===== config.mk =====
export PLATFORM = sky130hd
export DESIGN_NAME = sepc_host
export DESIGN_NICKNAME = d
export VERILOG_FILES = /design/src/verilog/sepc_pkg.sv /design/src/verilog/sepc_host.sv
export SDC_FILE = /design/constraint.sdc
export NUM_CORES = 1
export LEC_CHECK = 0
export ABC_AREA = 1
export BUFFER_PORTS_ARGS = -buffer_cell sky130_fd_sc_hd__buf_2
export CORE_MARGIN = 8
export CORE_UTILIZATION = 55
export CTS_BUF_LIST = sky130_fd_sc_hd__clkbuf_8
export DETAILED_ROUTE_END_ITERATION = 12
export PLACE_DENSITY = 0.75
export SYNTH_ARGS = -nofsm -noshare
export SYNTH_HDL_FRONTEND = slang
export SYNTH_SLANG_ARGS = --single-unit

===== constraint.sdc =====
create_clock -name clk -period 2.84 [get_ports clk]
set_clock_uncertainty 0.15 [all_clocks]
set_input_delay 0.284 -clock clk [delete_from_list [all_inputs] [get_ports clk]]
set_output_delay 0.284 -clock clk [all_outputs]
set_load 0.1 [all_outputs]

===== src/verilog/sepc_pkg.sv =====
package sepc_pkg;
  // Instruction opcodes, two bits after the start bit.
  localparam logic [1:0] OP_SPECIAL = 2'h0;
  localparam logic [1:0] OP_WRITE = 2'h1;
  localparam logic [1:0] OP_READ = 2'h2;
  localparam logic [1:0] OP_ERASE = 2'h3;
  // Leading address bits that select a special instruction.
  localparam logic [1:0] SUB_LOCK = 2'h0;
  localparam logic [1:0] SUB_FILL = 2'h1;
  localparam logic [1:0] SUB_CLEAR = 2'h2;
  localparam logic [1:0] SUB_UNLOCK = 2'h3;
  // Frame lengths: start + opcode + address; then data field widths.
  localparam int FRAME_WORD_BITS = 11;
  localparam int FRAME_BYTE_BITS = 12;
  localparam int DATA_WORD_BITS = 16;
  localparam int DATA_BYTE_BITS = 8;
  // Timing at a 50 MHz system clock.
  localparam int CLK_PERIOD_NS = 20;
  localparam int SK_HALF_NS = 250;
  localparam int SK_HALF_CYC = (SK_HALF_NS + CLK_PERIOD_NS - 1) / CLK_PERIOD_NS;
  localparam int SELECT_LOW_MIN_TIME_NS = 250;
  localparam int SEL_LOW_CYC =
    (SELECT_LOW_MIN_TIME_NS + CLK_PERIOD_NS - 1) / CLK_PERIOD_NS;
  localparam int PROGRAM_CYCLE_TIME_MS = 5;
  localparam int PROGRAM_CYC = PROGRAM_CYCLE_TIME_MS * 1000000 / CLK_PERIOD_NS;
  // Host request carried as one bundle.
  typedef struct packed {
    logic [1:0] op;
    logic [8:0] addr;
    logic [15:0] data;
    logic byteMode;
  } sepc_req_t;
  typedef enum logic [2:0] {
    S_IDLE = 3'h0,
    S_SHIFT = 3'h1,
    S_DESEL = 3'h3,
    S_POLL = 3'h2,
    S_DONE = 3'h6
  } sepc_state_t;
endpackage

===== src/verilog/sepc_host.sv =====
`timescale 1ns/1ns
// Operation
// RQ1: Frame is 11 or 12 bits.
// RQ2: Device samples serial_in on rising clock.
// RQ3: Device output tri-stated except read/status.
// RQ4: Start bit, opcode, address, then data.
// RQ5: Opcode 10 reads addressed location.
// RQ6: Opcode 11 clears addressed location.
// RQ7: Opcode 01 programs one word.
// RQ8: Opcode 00, leading 11 unlocks programming.
// RQ9: Opcode 00, leading 00 locks programming.
// RQ10: Opcode 00, leading 10 clears array.
// RQ11: Opcode 00, leading 01 fills array.
// RQ12: Host drives unused top address bit.
// RQ13: Raised select reports busy then ready.
// RQ14: Shifting a one releases the output.
// RQ15: Read gives dummy zero then MSB first.
// RQ16: Continued clocking streams next, wrapping.
// RQ17: Only first burst word has dummy zero.
// RQ18: Latch cleared at power-up, gates writes.
// RQ19: Latch stays until lock; reads unaffected.
// RQ20: Select low at least 0.25 us.
// RQ21: Erase falling edge clears location.
// RQ22: Program cycle finishes within 5 ms.
// RQ23: Width select high means word mode.
// RQ24: Array clear sets every bit one.
// RQ25: Array fill writes word everywhere.
// RQ26: Device ignores frames while busy.
module sepc_host
  import sepc_pkg::*;
#(
  parameter int PROG_TIMEOUT = PROGRAM_CYC
) (
  // Clock and reset.
  input wire logic clk,
  input wire logic rst,
  // Request side.
  input wire logic reqValid,
  input wire sepc_req_t req,
  input wire logic [7:0] burstWords,
  output logic reqReady,
  output logic [15:0] rdData,
  output logic rdValid,
  output logic doneValid,
  output logic timeoutErr,
  // Device pins.
  output logic chipSelect,
  output logic serial_clock_in,
  output logic serial_in,
  output logic word_width_select,
  input wire logic serialOut
);
  sepc_state_t state_reg;
  sepc_req_t cur_reg;
  logic [31:0] outSh_reg;     // Bits still to send, MSB first.
  logic [5:0] outCnt_reg;     // Bits remaining in the command part.
  logic [5:0] inCnt_reg;      // Read bits still expected, dummy included.
  logic [7:0] wordsLeft_reg;  // Burst words remaining.
  logic [15:0] inSh_reg;
  logic [4:0] half_reg;       // Half period timer of serial_clock_in.
  logic [22:0] wait_reg;      // Deselect and busy timer.
  logic so1_reg;
  logic so2_reg;              // Synchronised device output.
  logic firstBit_reg;

  // The device output is a pin; two flops before anything reads it.
  always_ff @(posedge clk) begin
    so1_reg <= serialOut;
    so2_reg <= so1_reg;
  end

  // Leading address bits of a special code; they sit one bit higher in byte mode.
  // Reading a fixed slice would confuse unlock with fill in word mode.
  function automatic logic [1:0] subCode(input sepc_req_t r);
    subCode = r.byteMode ? r.addr[8:7] : r.addr[7:6]; // RQ8 RQ9
  endfunction

  // Address as sent: the unused top bit is pinned to zero for normal opcodes.
  function automatic logic [8:0] sendAddr(input sepc_req_t r);
    sendAddr = r.addr;
    if (r.op != OP_SPECIAL && r.byteMode) begin
      sendAddr[8] = 1'b0; // RQ12
    end else if (r.op != OP_SPECIAL) begin
      sendAddr[7] = 1'b0; // RQ12
    end
  endfunction

  // Whether this opcode starts a self-timed cycle on deselect.
  function automatic logic isProgram(input sepc_req_t r);
    isProgram = (r.op == OP_WRITE) || (r.op == OP_ERASE) || // RQ6 RQ7
                (r.op == OP_SPECIAL && (subCode(r) == SUB_CLEAR ||
                                        subCode(r) == SUB_FILL)); // RQ10 RQ11
  endfunction

  // Whether a data field follows the address.
  function automatic logic hasData(input sepc_req_t r);
    hasData = (r.op == OP_WRITE) || (r.op == OP_SPECIAL && subCode(r) == SUB_FILL); // RQ7 RQ11
  endfunction

  logic [8:0] reqAddr;  // Request address with the don't-care top bit defined.
  assign reqAddr = sendAddr(req);

  logic halfDone;
  assign halfDone = (half_reg == 5'(SK_HALF_CYC - 1));
  logic riseNow;  // The cycle on which serial_clock_in goes high.
  assign riseNow = halfDone && !serial_clock_in && state_reg == S_SHIFT;

  // Main sequencer: frame shifting, deselect gap, busy polling.
  always_ff @(posedge clk) begin
    if (rst) begin
      state_reg <= S_IDLE;
      chipSelect <= 1'b0;
      serial_clock_in <= 1'b0;
      serial_in <= 1'b0;
      word_width_select <= 1'b1;
      reqReady <= 1'b0;
      rdValid <= 1'b0;
      rdData <= 16'h0;
      doneValid <= 1'b0;
      timeoutErr <= 1'b0;
      half_reg <= 5'h0;
      wait_reg <= 23'h0;
      outCnt_reg <= 6'h0;
      inCnt_reg <= 6'h0;
      outSh_reg <= 32'h0;
      inSh_reg <= 16'h0;
      wordsLeft_reg <= 8'h0;
      cur_reg <= '0;
      firstBit_reg <= 1'b0;
    end else begin
      rdValid <= 1'b0;
      doneValid <= 1'b0;
      unique case (state_reg)
        S_IDLE: begin
          reqReady <= 1'b1;
          if (reqValid && reqReady) begin
            reqReady <= 1'b0;
            cur_reg <= req;
            word_width_select <= !req.byteMode; // RQ23
            chipSelect <= 1'b1;
            half_reg <= 5'h0;
            firstBit_reg <= 1'b1;
            // The start bit rises with select, so the first clock rise samples it.
            // Opcode, address and data then follow MSB first, one per falling half.
            serial_in <= 1'b1; // RQ4 RQ14
            if (req.byteMode) begin
              outSh_reg <= {req.op, reqAddr, req.data[7:0], 13'h0}; // RQ4 RQ12
              outCnt_reg <= 6'(FRAME_BYTE_BITS + (hasData(req) ? DATA_BYTE_BITS : 0)); // RQ1
              inCnt_reg <= (req.op == OP_READ) ? 6'(DATA_BYTE_BITS + 1) : 6'h0; // RQ5 RQ15
            end else begin
              outSh_reg <= {req.op, reqAddr[7:0], req.data, 6'h0}; // RQ4 RQ12
              outCnt_reg <= 6'(FRAME_WORD_BITS + (hasData(req) ? DATA_WORD_BITS : 0)); // RQ1
              inCnt_reg <= (req.op == OP_READ) ? 6'(DATA_WORD_BITS + 1) : 6'h0; // RQ15
            end
            wordsLeft_reg <= (burstWords == 8'h0) ? 8'h1 : burstWords;
            state_reg <= S_SHIFT;
          end
        end
        S_SHIFT: begin
          half_reg <= halfDone ? 5'h0 : half_reg + 5'h1;
          if (halfDone) begin
            serial_clock_in <= !serial_clock_in;
            if (serial_clock_in) begin
              // Falling edge: present the next bit before the rise.
              if (outCnt_reg != 6'h0) begin
                serial_in <= outSh_reg[31]; // RQ2
                outSh_reg <= {outSh_reg[30:0], 1'b0};
              end else begin
                serial_in <= 1'b0;
              end
            end
          end
          if (riseNow) begin
            if (outCnt_reg != 6'h0) begin
              outCnt_reg <= outCnt_reg - 6'h1;
            end else if (inCnt_reg != 6'h0) begin
              // Data bits follow the address; dummy zero only once.
              inSh_reg <= {inSh_reg[14:0], so2_reg}; // RQ15
              inCnt_reg <= inCnt_reg - 6'h1;
            end
          end
          // Finish a read word after its last falling half.
          if (halfDone && serial_clock_in && outCnt_reg == 6'h0 && inCnt_reg == 6'h0) begin
            if (cur_reg.op == OP_READ && !firstBit_reg) begin
              rdValid <= 1'b1;
              rdData <= inSh_reg;
            end
            if (cur_reg.op == OP_READ && wordsLeft_reg > 8'h1 && !firstBit_reg) begin
              wordsLeft_reg <= wordsLeft_reg - 8'h1; // RQ16
              inCnt_reg <= 6'(cur_reg.byteMode ? DATA_BYTE_BITS : DATA_WORD_BITS); // RQ17
            end else if (cur_reg.op == OP_READ && firstBit_reg) begin
              firstBit_reg <= 1'b0;
            end else begin
              chipSelect <= 1'b0; // RQ20
              serial_clock_in <= 1'b0;
              wait_reg <= 23'h0;
              state_reg <= S_DESEL;
            end
          end else if (halfDone && serial_clock_in) begin
            firstBit_reg <= 1'b0;
          end
        end
        S_DESEL: begin
          // Hold select low long enough to launch a self-timed cycle.
          wait_reg <= wait_reg + 23'h1;
          if (wait_reg >= 23'(SEL_LOW_CYC)) begin // RQ20
            wait_reg <= 23'h0;
            if (isProgram(cur_reg)) begin
              chipSelect <= 1'b1; // RQ13
              state_reg <= S_POLL;
            end else begin
              state_reg <= S_DONE;
            end
          end
        end
        S_POLL: begin
          // No new frame until ready: a busy device would drop it.
          wait_reg <= wait_reg + 23'h1;
          if (so2_reg && wait_reg > 23'h2) begin // RQ26
            chipSelect <= 1'b0;
            wait_reg <= 23'h0;
            state_reg <= S_DONE;
          end else if (wait_reg >= 23'(PROG_TIMEOUT)) begin // RQ22
            timeoutErr <= 1'b1;
            chipSelect <= 1'b0;
            wait_reg <= 23'h0;
            state_reg <= S_DONE;
          end
        end
        S_DONE: begin
          // Select was dropped; hold it low for the minimum gap before the next frame.
          // Without this wait a request right after polling would reselect too soon.
          wait_reg <= wait_reg + 23'h1;
          if (wait_reg >= 23'(SEL_LOW_CYC)) begin // RQ20
            doneValid <= 1'b1;
            state_reg <= S_IDLE;
          end
        end
        default: state_reg <= S_IDLE;
      endcase
    end
  end
endmodule


==> results.txt, run 1 <==
kind of cell adding the most delay to the critical path: simple AND/OR/NAND/NOR gates
reported max-cap violation count: 0
hold_ws: 0.03589 ns
final hold violation count: 0
overall power: 6.236 mW
vertical extent of the die: 127.7 µm
non-filler instance count after layout: 1,286
hold-critical path endpoint: outSh_reg[20]$_SDFFE_PP0P_
Initial Utilization: 55.28%
Net Count, Synth: 1,076
internal power: 3.813 mW
post-detailed-route DRC marker count: 0
status: finished clean
Final Net Count: 1,154
1st-iter DRT viols: 466
Critical Path Source Type: flop
worst-case setup margin in the final layout: 0.3457 ns
TritonCTS clock tree: done
setup slack of the worst register-to-register path: 0.35 ns
leakage component of the power: 3.484 nW
Critical Path Slowest Stage Cell: dfxtp_1
Achievable Freq: 400.9 MHz
quantity of I/O buffers inserted on ports: 63
minimum clock period after layout: 2.494 ns
WP buf/inv: 3
Layout area overhead: 16.61%
actual slew at the worst max-slew pin: 0.5780 ns
Worst-Skew Late Latency: 0.44 ns
die area: 16,310 µm²
setup-violating endpoint count in the final report: 0
fraction of the yosys area taken by sequential cells: 36.75%
Hold Crit Depth: 3
CP peak stage delay: 0.34 ns
number of top-level pins: 64
number of flip-flops under the largest register name: 26
cell count after synthesis: 1,023
buffer levels on the longest clock path: 2
post-synthesis sequential element count: 126
tightest slew margin relative to the limit: 61.41%
number of pins with negative max-slew slack in the final report: 0
number of flops mapped to enable cells by yosys: 0
Setup Fix Bufs, Post-CTS: 0
post-placement setup slack: 0.3605 ns
number of placed instances with taps included: 1,228
cell at the root of the clock tree: clkbuf_8
netlist area before placement: 6863 µm²
wire length of the first global-routing pass: 28,430 µm
Reg2Reg Launch Point: half_reg[0]$_SDFFE_PP0P_
CTS sink count: 126
sequence of cells on the critical path: inv_1 -> ha_1 -> nand3_1 -> nor2_1 -> ha_1 -> inv_1 -> nor3_1 -> nand2_1 -> buf_4 -> nand2_1 -> a21oi_1 -> nor2_1 -> nor2_1
die outline width: 127.7 µm
GRT Total Usage: 21.14%
Final HPWL DP: 11,330 µm
ANT nets after route: 0
type of the worst min-delay path: in -> reg
crit path kind: reg -> reg
critical path endpoint category: flop
power spent charging and discharging nets: 2.423 mW
detailed-router iteration count before antenna repair: 5
final cycle utilization of the critical path: 87.83%
antenna violations before repair: 0
Yosys Warn Count: 0
vias post-DR: 6,722
number of diodes added for antenna fixing: 0
logic gate share of total power: 35.4%
global route overflow: 0
# rows: 41
origin of the worst min-delay path: req[15]
portion of total power attributed to the clock network: 28.3%
Switching Fraction: 38.86%
fraction of layout instances using a drive strength above 1: 13.11%
Final Wtd Congestion: 0.9311
wire per inst: 12.97 µm
fraction of power consumed by sequential logic: 36.2%
power per standard cell area: 779.3 nW/µm²
number of cells traversed by the worst register-to-register path: 13
via count of the first global-routing pass: 6,205
area of the placeable core: 12,410 µm²
CTS clock-pin slew for the worst setup and hold paths: 0.07 ns
Mapped Avg Cell Area: 6.709 µm²
critical path data arrival time: 2.66 ns
CTS HTree Levels: 4
Num CTS Buffers: 17
maximum number of pins on one net before global-route repair: 52
Synth Flop Type: dfxtp_1
RSZ-0062 raised after global routing: false
Req. time, crit path: 3.01 ns
number of stages on the worst setup path: 13
number of different library cells in the post-synthesis netlist: 51
CP Max Fanout: 11
reg-to-reg critical path endpoint: inCnt_reg[1]$_SDFFE_PP0P_
async set-reset flop share out of synthesis: 0%
summed negative setup slack over all endpoints: 0 ns
maximum resistive drop on vdd: 0.0006165 V
total wire length after detailed routing: 16,680 µm
vias per std cell: 5.227
dominant cell type by count on the critical path: nor2_1
## metal layers
layer / share of wire [%] / up-vias / routed length, µm / track usage, %
li1: - / 3481 / - / -
met1: 47 / 3036 / 7849 / 26.80
met2: 46 / 185 / 7696 / 34.34
met3: 5.4 / 20 / 904 / 4.867
met4: 1.4 / 0 / 231 / 7.832
met5: 0 / - / 0 / 0
## how the worst max path moves through the flow
stage / slack [ns] / from / end
3_5_place_dp: 0.36 / half_reg[0]$_SDFFE_PP0P_ / inSh_reg[7]$_SDFFE_PP0P_
2_1_floorplan: 0.31 / reqReady$_SDFFE_PP0P_ / outSh_reg[20]$_SDFFE_PP0P_
5_1_grt: 0.07 / half_reg[0]$_SDFFE_PP0P_ / inCnt_reg[1]$_SDFFE_PP0P_
6_report: 0.35 / half_reg[0]$_SDFFE_PP0P_ / inCnt_reg[1]$_SDFFE_PP0P_
3_3_place_gp: 0.42 / half_reg[0]$_SDFFE_PP0P_ / inSh_reg[0]$_SDFFE_PP0P_
4_1_cts: 0.31 / half_reg[0]$_SDFFE_PP0P_ / inSh_reg[15]$_SDFFE_PP0P_
## what timing repair did
| action | 4_1_cts | 5_1_grt |
|---|---|---|
| hold buffers | 26 | 0 |
| resized for setup | 0 | 1 |
| setup endpoints to repair | 0 | 1 |
| endpoints found under the hold margin | 27 | 0 |
## placed cells by master, fill, tap and decap left out, types with 13 or more instances in the layout
cell	netlist	layout
buf_2	19	63
o21ai_0	67	67
nand3_1	53	53
nor2_1	154	154
a21oi_1	61	61
clkbuf_8	0	18
ha_1	13	13
nand2_1	233	233
inv_1	111	112
o21ai_1	18	18
nor3_1	14	14
a31oi_1	14	14
dlygate4sd3_1	0	26
xor2_1	17	17
dfxtp_1	126	126
## synth_stat cells, drive strengths merged, types with 6 or more instances
| cell | instances | share of area [%] |
|---|---|---|
| inv | 121 | 6.7 |
| nand4 | 12 | 1.4 |
| a41oi | 8 | 1.6 |
| a21oi | 62 | 4.6 |
| nor2 | 162 | 9.6 |
| ha | 13 | 2.4 |
| o211ai | 11 | 1.2 |
| a211oi | 6 | 0.66 |
| xor2 | 17 | 2.2 |
| nor3 | 14 | 1.0 |
| o21ai | 87 | 6.5 |
| nand3 | 55 | 4.2 |
| o221ai | 7 | 0.89 |
| clkbuf | 16 | 0.89 |
| nand2 | 237 | 13 |
| buf | 27 | 2.2 |
| dfxtp | 126 | 37 |
| a31oi | 14 | 1.3 |
## cell type report
cell class / instances / area (µm²)
Fill cell: 1145 / 4412
Multi-Input combinational cell: 731 / 3661
Sequential cell: 126 / 2522
Timing Repair Buffer: 102 / 685.7
Inverter: 123 / 470.5
Clock buffer: 18 / 247.7
Tap cell: 172 / 215.2
Clock inverter: 14 / 200.2
## logic make-up after synthesis
group                    after synthesis  synth area share, %
adder cells (fa/ha/maj)               13                2.370
buffers and inverters                166                9.900
AO/OA/AOI/OAI                        206                17.89
XOR/XNOR                              19                2.425
AND/OR/NAND/NOR                      492                30.52
multiplexers                           1               0.1459
flip-flops                           126                36.75
## power by group through the flow
| stage | logic (mW) | registers [mW] | clock network (mW) |
|---|---|---|---|
| 2_1_floorplan | 1.63 | 2.39 | 0 |
| 3_3_place_gp | 2.12 | 2.29 | 0 |
| 3_5_place_dp | 2.15 | 2.29 | 0 |
| 4_1_cts | 2.19 | 2.25 | 1.80 |
| 5_1_grt | 2.47 | 2.30 | 1.88 |
| 6_report | 2.21 | 2.26 | 1.77 |
## worst min-delay path, cell delays in order
cell	delay (ns)
buf_2	0.09
nand2_1	0.08
a41oi_2	0.12
## through the flow
step / area [µm²] / utilization, %
2_1_floorplan: 6863 / -
3_3_place_gp: 7291 / 58.73
3_5_place_dp: 7291 / 58.73
5_1_grt: 8003 / 64.46
4_1_cts: 7999 / 64.43
6_report: 8003 / 64.46
(Power assumes the default switching activity.)
==> inputs of run 2 (changes only) <==
==> constraint.sdc (replaced) <==
create_clock -name clk -period 2.84 [get_ports clk]
set_clock_uncertainty 0.15 [all_clocks]
set_input_delay 0.568 -clock clk [delete_from_list [all_inputs] [get_ports clk]]
set_output_delay 0.568 -clock clk [all_outputs]
set_load 0.1 [all_outputs]
==> results.txt, run 2 (synthesis gave the netlist of run 1 again) <==
vertical extent of the die: 127.7 µm (unchanged)
CTS HTree Levels: 4 (unchanged)
critical path data arrival time: 2.70 ns (+0.04 ns)
maximum resistive drop on vdd: 0.0005825 V (-5.5%)
reported max-cap violation count: 0 (unchanged)
reg-to-reg critical path endpoint: inCnt_reg[3]$_SDFFE_PP0P_
hold_ws: 0.08207 ns (+0.04618 ns)
RSZ-0062 raised after global routing: false
via count of the first global-routing pass: 5,996 (-3.4%)
area of the placeable core: 12,410 µm² (unchanged)
CTS clock-pin slew for the worst setup and hold paths: 0.08 ns (about the same)
global route overflow: 0 (unchanged)
post-CTS sizing: 0 (unchanged)
final core occ: 62.10% (-2.4 points)
non-filler instance count after layout: 1,260 (-2.0%)
origin of the worst min-delay path: serialOut
Num CTS Buffers: 17 (unchanged)
die area: 16,310 µm² (unchanged)
setup-violating endpoint count in the final report: 0 (unchanged)
Final HPWL DP: 11,660 µm (+2.9%)
final cycle utilization of the critical path: 87.11% (-0.72 points)
Achievable Freq: 404.2 MHz (+0.83%)
Critical Path Source Type: flop
Final Net Count: 1,129 (-2.2%)
CTS sink count: 126 (unchanged)
crit path kind: reg -> reg
vias post-DR: 6,576 (-2.2%)
Reg2Reg Launch Point: half_reg[0]$_SDFFE_PP0P_
Layout area overhead: 12.34%
leakage component of the power: 3.364 nW (-3.4%)
sequence of cells on the critical path: inv_1 -> ha_1 -> nand3_1 -> nor2_1 -> ha_1 -> inv_1 -> nor2_1 -> nand2_1 -> xnor2_1 -> nand2_1 -> o21ai_0 -> nand3_1 -> a21oi_1
commonest non-fill, non-tap cell in the layout: nand2_1
quantity of I/O buffers inserted on ports: 63 (unchanged)
area of all placed cells without fillers: 7710 µm² (-3.7%)
minimum clock period after layout: 2.474 ns (-0.02042 ns)
die outline width: 127.7 µm (unchanged)
hold_buf cts: 0 (-100%)
cell at the root of the clock tree: clkbuf_8
wire length of the first global-routing pass: 27,770 µm (-2.3%)
number of placed instances with taps included: 1,229 (+0.081%)
fraction of layout instances using a drive strength above 1: 13.42% (+0.31 points)
wire per inst: 13.07 µm (+0.80%)
actual slew at the worst max-slew pin: 0.5177 ns (-0.06035 ns)
Critical Path Slowest Stage Cell: nor2_1
vias per std cell: 5.219 (-0.15%)
CP Max Fanout: 5 (-6)
GRT Total Usage: 20.76% (-0.38 points)
count of fill cells added during filler insertion: 1,229 (+7.3%)
TritonCTS clock tree: done
leading cell types in the layout, fill and taps excluded: 233 x nand2_1, 154 x nor2_1, 126 x dfxtp_1, 112 x inv_1, 67 x o21ai_0
number of pins with negative max-slew slack in the final report: 0 (unchanged)
Worst-Skew Late Latency: 0.45 ns (about the same)
setup slack of the worst register-to-register path: 0.37 ns (+0.02 ns)
detailed-router iteration count before antenna repair: 5 (unchanged)
CP peak stage delay: 0.37 ns (+0.03 ns)
Cell Area, Placed: 7298 µm² (+0.10%)
sequential cell area in the final layout: 2522 µm² (unchanged)
hold-critical path endpoint: so1_reg$_DFF_P_
number of cells traversed by the worst register-to-register path: 13 (unchanged)
Req. time, crit path: 3.07 ns (+0.06 ns)
Multi-input gate area: 3661 µm² (unchanged)
number of flip-flops under the largest register name: 26 (unchanged)
number of diodes added for antenna fixing: 0 (unchanged)
Hold Crit Depth: 1 (-2)
final hold violation count: 0 (unchanged)
status: finished clean
# rows: 41 (unchanged)
critical path endpoint category: flop
maximum number of pins on one net before global-route repair: 44 (-15%)
Initial Utilization: 55.28% (unchanged)
ANT nets after route: 0 (unchanged)
power per standard cell area: 787.9 nW/µm² (+1.1%)
tightest slew margin relative to the limit: 65.45% (+4.0 points)
antenna violations before repair: 0 (unchanged)
number of top-level pins: 64 (unchanged)
Final Wtd Congestion: 0.9115 (-2.1%)
Setup Fix Bufs, Post-CTS: 0 (unchanged)
type of the worst min-delay path: in -> reg
1st-iter DRT viols: 505 (+8.4%)
buffer levels on the longest clock path: 2 (unchanged)
total wire length after detailed routing: 16,470 µm (-1.2%)
summed negative setup slack over all endpoints: 0 ns (unchanged)
post-detailed-route DRC marker count: 0 (unchanged)
-- run 2: how the worst max path moves through the flow --
| stage | from | to | slack, ns |
|---|---|---|---|
| after floorplan | reqReady$_SDFFE_PP0P_ | outSh_reg[20]$_SDFFE_PP0P_ | 0.31 |
| after global placement | reqValid | outSh_reg[13]$_SDFFE_PP0P_ | 0.43 |
| after detailed placement | reqValid | outSh_reg[14]$_SDFFE_PP0P_ | 0.33 |
| after CTS | half_reg[0]$_SDFFE_PP0P_ | wait_reg[0]$_SDFFE_PP0P_ | 0.42 |
| after global routing | half_reg[0]$_SDFFE_PP0P_ | inSh_reg[13]$_SDFFE_PP0P_ | 0.15 |
| final | half_reg[0]$_SDFFE_PP0P_ | inCnt_reg[3]$_SDFFE_PP0P_ | 0.37 |
-- run 2: area by class of cell --
type	instances	area share (%)
Clock buffer	17	3.035
Multi-Input combinational cell	731	47.48
Tap cell	172	2.791
Inverter	123	6.053
Timing Repair Buffer	77	5.615
Sequential cell	126	32.72
Clock inverter	14	2.304
-- run 2: critical path, delay by kind of cell (launching register included) --
kind	cells	cell delay (ns)
buf+inv	2	0.15
fa+ha+maj	2	0.39
flops	1	0.35
compound gates	2	0.19
xor+xnor	1	0.19
simple gates	6	0.99
-- run 2: routing by layer --
metal | track usage (%) | share of wire [%]
met1 | 26.48 | 47
met5 | 0 | 0
met2 | 33.69 | 46
met4 | 7.203 | 1.7
met3 | 4.867 | 5.0
-- run 2: through the flow --
step                      worst slack, ns  power (mW)
after detailed placement           0.3319       4.442
after global routing               0.1538       6.487
after floorplan                    0.3130       4.017
after CTS                          0.4190       6.100
final                              0.3661       6.075
after global placement             0.4272       4.411
-- run 2: power by group --
part / internal, mW / leakage, nW / switching [mW]
clock network: 0.936 / 0.206 / 0.712
registers: 2.06 / 1.02 / 0.207
logic: 0.670 / 2.14 / 1.49
total: 3.66 / 3.36 / 2.41
==> inputs of run 3 (changes only) <==
Settings changed: CORE_MARGIN 8 to not set.
==> results.txt, run 3 (synthesis gave the netlist of run 1 again) <==
status: finished clean
die area: 12,930 µm² (-21%)
number of pins with negative max-slew slack in the final report: 0 (unchanged)
Critical Path Source Type: flop
non-filler instance count after layout: 1,256 (-0.32%)
critical path data arrival time: 2.82 ns (+0.12 ns)
detailed-router iteration count before antenna repair: 5 (unchanged)
vertical extent of the die: 113.7 µm (-11%)
hold_buf cts: 0 (unchanged)
vias per std cell: 5.286 (+1.3%)
global route overflow: 0 (unchanged)
maximum number of pins on one net before global-route repair: 44 (unchanged)
final core occ: 63.49% (+1.4 points)
hold-critical path endpoint: so1_reg$_DFF_P_
power per standard cell area: 779.5 nW/µm² (-1.1%)
Hold Crit Depth: 1 (unchanged)
reg-to-reg critical path endpoint: inCnt_reg[3]$_SDFFE_PP0P_
Initial Utilization: 56.66% (+1.4 points)
CTS sink count: 126 (unchanged)
number of cells traversed by the worst register-to-register path: 13 (unchanged)
commonest non-fill, non-tap cell in the layout: nand2_1
reported max-cap violation count: 0 (unchanged)
final cycle utilization of the critical path: 91.11% (+4.0 points)
maximum resistive drop on vdd: 0.0005465 V (-6.2%)
tightest slew margin relative to the limit: 66.33% (+0.88 points)
final hold violation count: 0 (unchanged)
crit path kind: reg -> reg
cell at the root of the clock tree: clkbuf_8
origin of the worst min-delay path: serialOut
sequence of cells on the critical path: inv_1 -> ha_1 -> nand3_1 -> nor2_1 -> ha_1 -> inv_1 -> nor2_1 -> nand2_1 -> xnor2_1 -> nand2_1 -> o21ai_0 -> nand3_1 -> a21oi_1
Multi-input gate area: 3661 µm² (unchanged)
Layout area overhead: 12.05%
Final Wtd Congestion: 0.9206 (+1.0%)
Achievable Freq: 386.5 MHz (-4.4%)
setup slack of the worst register-to-register path: 0.25 ns (-0.11 ns)
area of the placeable core: 12,110 µm² (-2.4%)
wire length of the first global-routing pass: 26,900 µm (-3.1%)
actual slew at the worst max-slew pin: 0.5044 ns (-0.01331 ns)
die outline width: 113.7 µm (-11%)
Reg2Reg Launch Point: half_reg[0]$_SDFFE_PP0P_
Worst-Skew Late Latency: 0.45 ns (about the same)
number of diodes added for antenna fixing: 0 (unchanged)
CP peak stage delay: 0.36 ns (about the same)
RSZ-0062 raised after global routing: false
via count of the first global-routing pass: 5,934 (-1.0%)
summed negative setup slack over all endpoints: 0 ns (unchanged)
quantity of I/O buffers inserted on ports: 63 (unchanged)
Final HPWL DP: 11,030 µm (-5.4%)
wire per inst: 12.65 µm (-3.2%)
count of fill cells added during filler insertion: 1,180 (-4.0%)
WP buf/inv: 2 (unchanged)
post-CTS sizing: 0 (unchanged)
leakage component of the power: 3.378 nW (+0.41%)
ANT nets after route: 0 (unchanged)
setup-violating endpoint count in the final report: 0 (unchanged)
post-detailed-route DRC marker count: 0 (unchanged)
leading cell types in the layout, fill and taps excluded: 233 x nand2_1, 154 x nor2_1, 126 x dfxtp_1, 114 x inv_1, 67 x o21ai_0
# rows: 40 (-2.4%)
kind of cell adding the most delay to the critical path: simple AND/OR/NAND/NOR gates
sequential cell area in the final layout: 2522 µm² (unchanged)
CTS HTree Levels: 4 (unchanged)
Critical Path Slowest Stage Cell: nor2_1
Num CTS Buffers: 17 (unchanged)
vias post-DR: 6,639 (+0.96%)
type of the worst min-delay path: in -> reg
CTS clock-pin slew for the worst setup and hold paths: 0.07 ns (about the same)
1st-iter DRT viols: 530 (+5.0%)
fraction of layout instances using a drive strength above 1: 13.24% (-0.18 points)
TritonCTS clock tree: done
number of flip-flops under the largest register name: 26 (unchanged)
overall power: 5.994 mW (-1.3%)
total wire length after detailed routing: 15,890 µm (-3.6%)
critical path endpoint category: flop
number of top-level pins: 64 (unchanged)
antenna violations before repair: 0 (unchanged)
minimum clock period after layout: 2.588 ns (+0.1137 ns)
buffer levels on the longest clock path: 2 (unchanged)
CP Max Fanout: 5 (unchanged)
number of placed instances with taps included: 1,225 (-0.33%)
Setup Fix Bufs, Post-CTS: 0 (unchanged)
GRT Total Usage: 25.80% (+5.0 points)
Final Net Count: 1,129 (unchanged)
Req. time, crit path: 3.07 ns (about the same)
## run 3: changes by cell type in the layout (fill, tap and decap cells not counted), sizes merged
cell	delta
clkbuf	+5
bufinv	-2
inv	+2
clkinv	-1
clkinvlp	-4
## run 3: worst max path at each step
stage,start,endpoint,cells past startpoint
6_report,half_reg[0]$_SDFFE_PP0P_,inCnt_reg[3]$_SDFFE_PP0P_,13
5_1_grt,half_reg[0]$_SDFFE_PP0P_,inCnt_reg[3]$_SDFFE_PP0P_,13
4_1_cts,half_reg[0]$_SDFFE_PP0P_,inCnt_reg[3]$_SDFFE_PP0P_,13
3_5_place_dp,reqValid,outSh_reg[13]$_SDFFE_PP0P_,11
3_3_place_gp,reqValid,outSh_reg[14]$_SDFFE_PP0P_,11
2_1_floorplan,reqReady$_SDFFE_PP0P_,outSh_reg[20]$_SDFFE_PP0P_,10
## run 3: power by group
part	switching [mW]	internal, mW	total, mW
clock network	0.686	0.878	1.56
logic	1.48	0.676	2.16
registers	0.215	2.06	2.27
total	2.38	3.61	5.99
## run 3: worst register-to-register path, cell delays in order, from the launching register on
cell     delay, ns
dfxtp_1       0.35
inv_1         0.07
ha_1          0.13
nand3_1       0.07
nor2_1        0.31
ha_1          0.27
inv_1         0.08
nor2_1        0.36
nand2_1       0.15
xnor2_1       0.19
nand2_1       0.06
o21ai_0       0.09
nand3_1       0.10
a21oi_1       0.14
## run 3: metrics by stage
stage | setup slack (ns) | cell area [µm²] | hold slack (ns)
floorplan | 0.3130 | 6863 | 0.1596
detailed placement | 0.3273 | 7293 | 0.1621
global route | 0.005157 | 7690 | 0.05438
global placement | 0.3753 | 7293 | 0.1931
CTS | 0.3397 | 7690 | 0.05360
finish | 0.2524 | 7690 | 0.07528
## run 3: area by class of cell
type                    instances  area share, %
multi-input cells             731          47.61
well taps                     168          2.733
clock buffers                  22          3.938
inverters                     123          6.069
repair buffers                 77          5.630
flip-flops and latches        126          32.80
clock inverters                 9          1.220
## run 3: routing by layer
layer,vias to the layer above,wire length [µm],track usage (%)
li1,3433,-,-
met1,2996,7470,33.57
met2,183,7309,42.36
met3,27,859,5.685
met4,0,250,8.596
met5,-,0,0
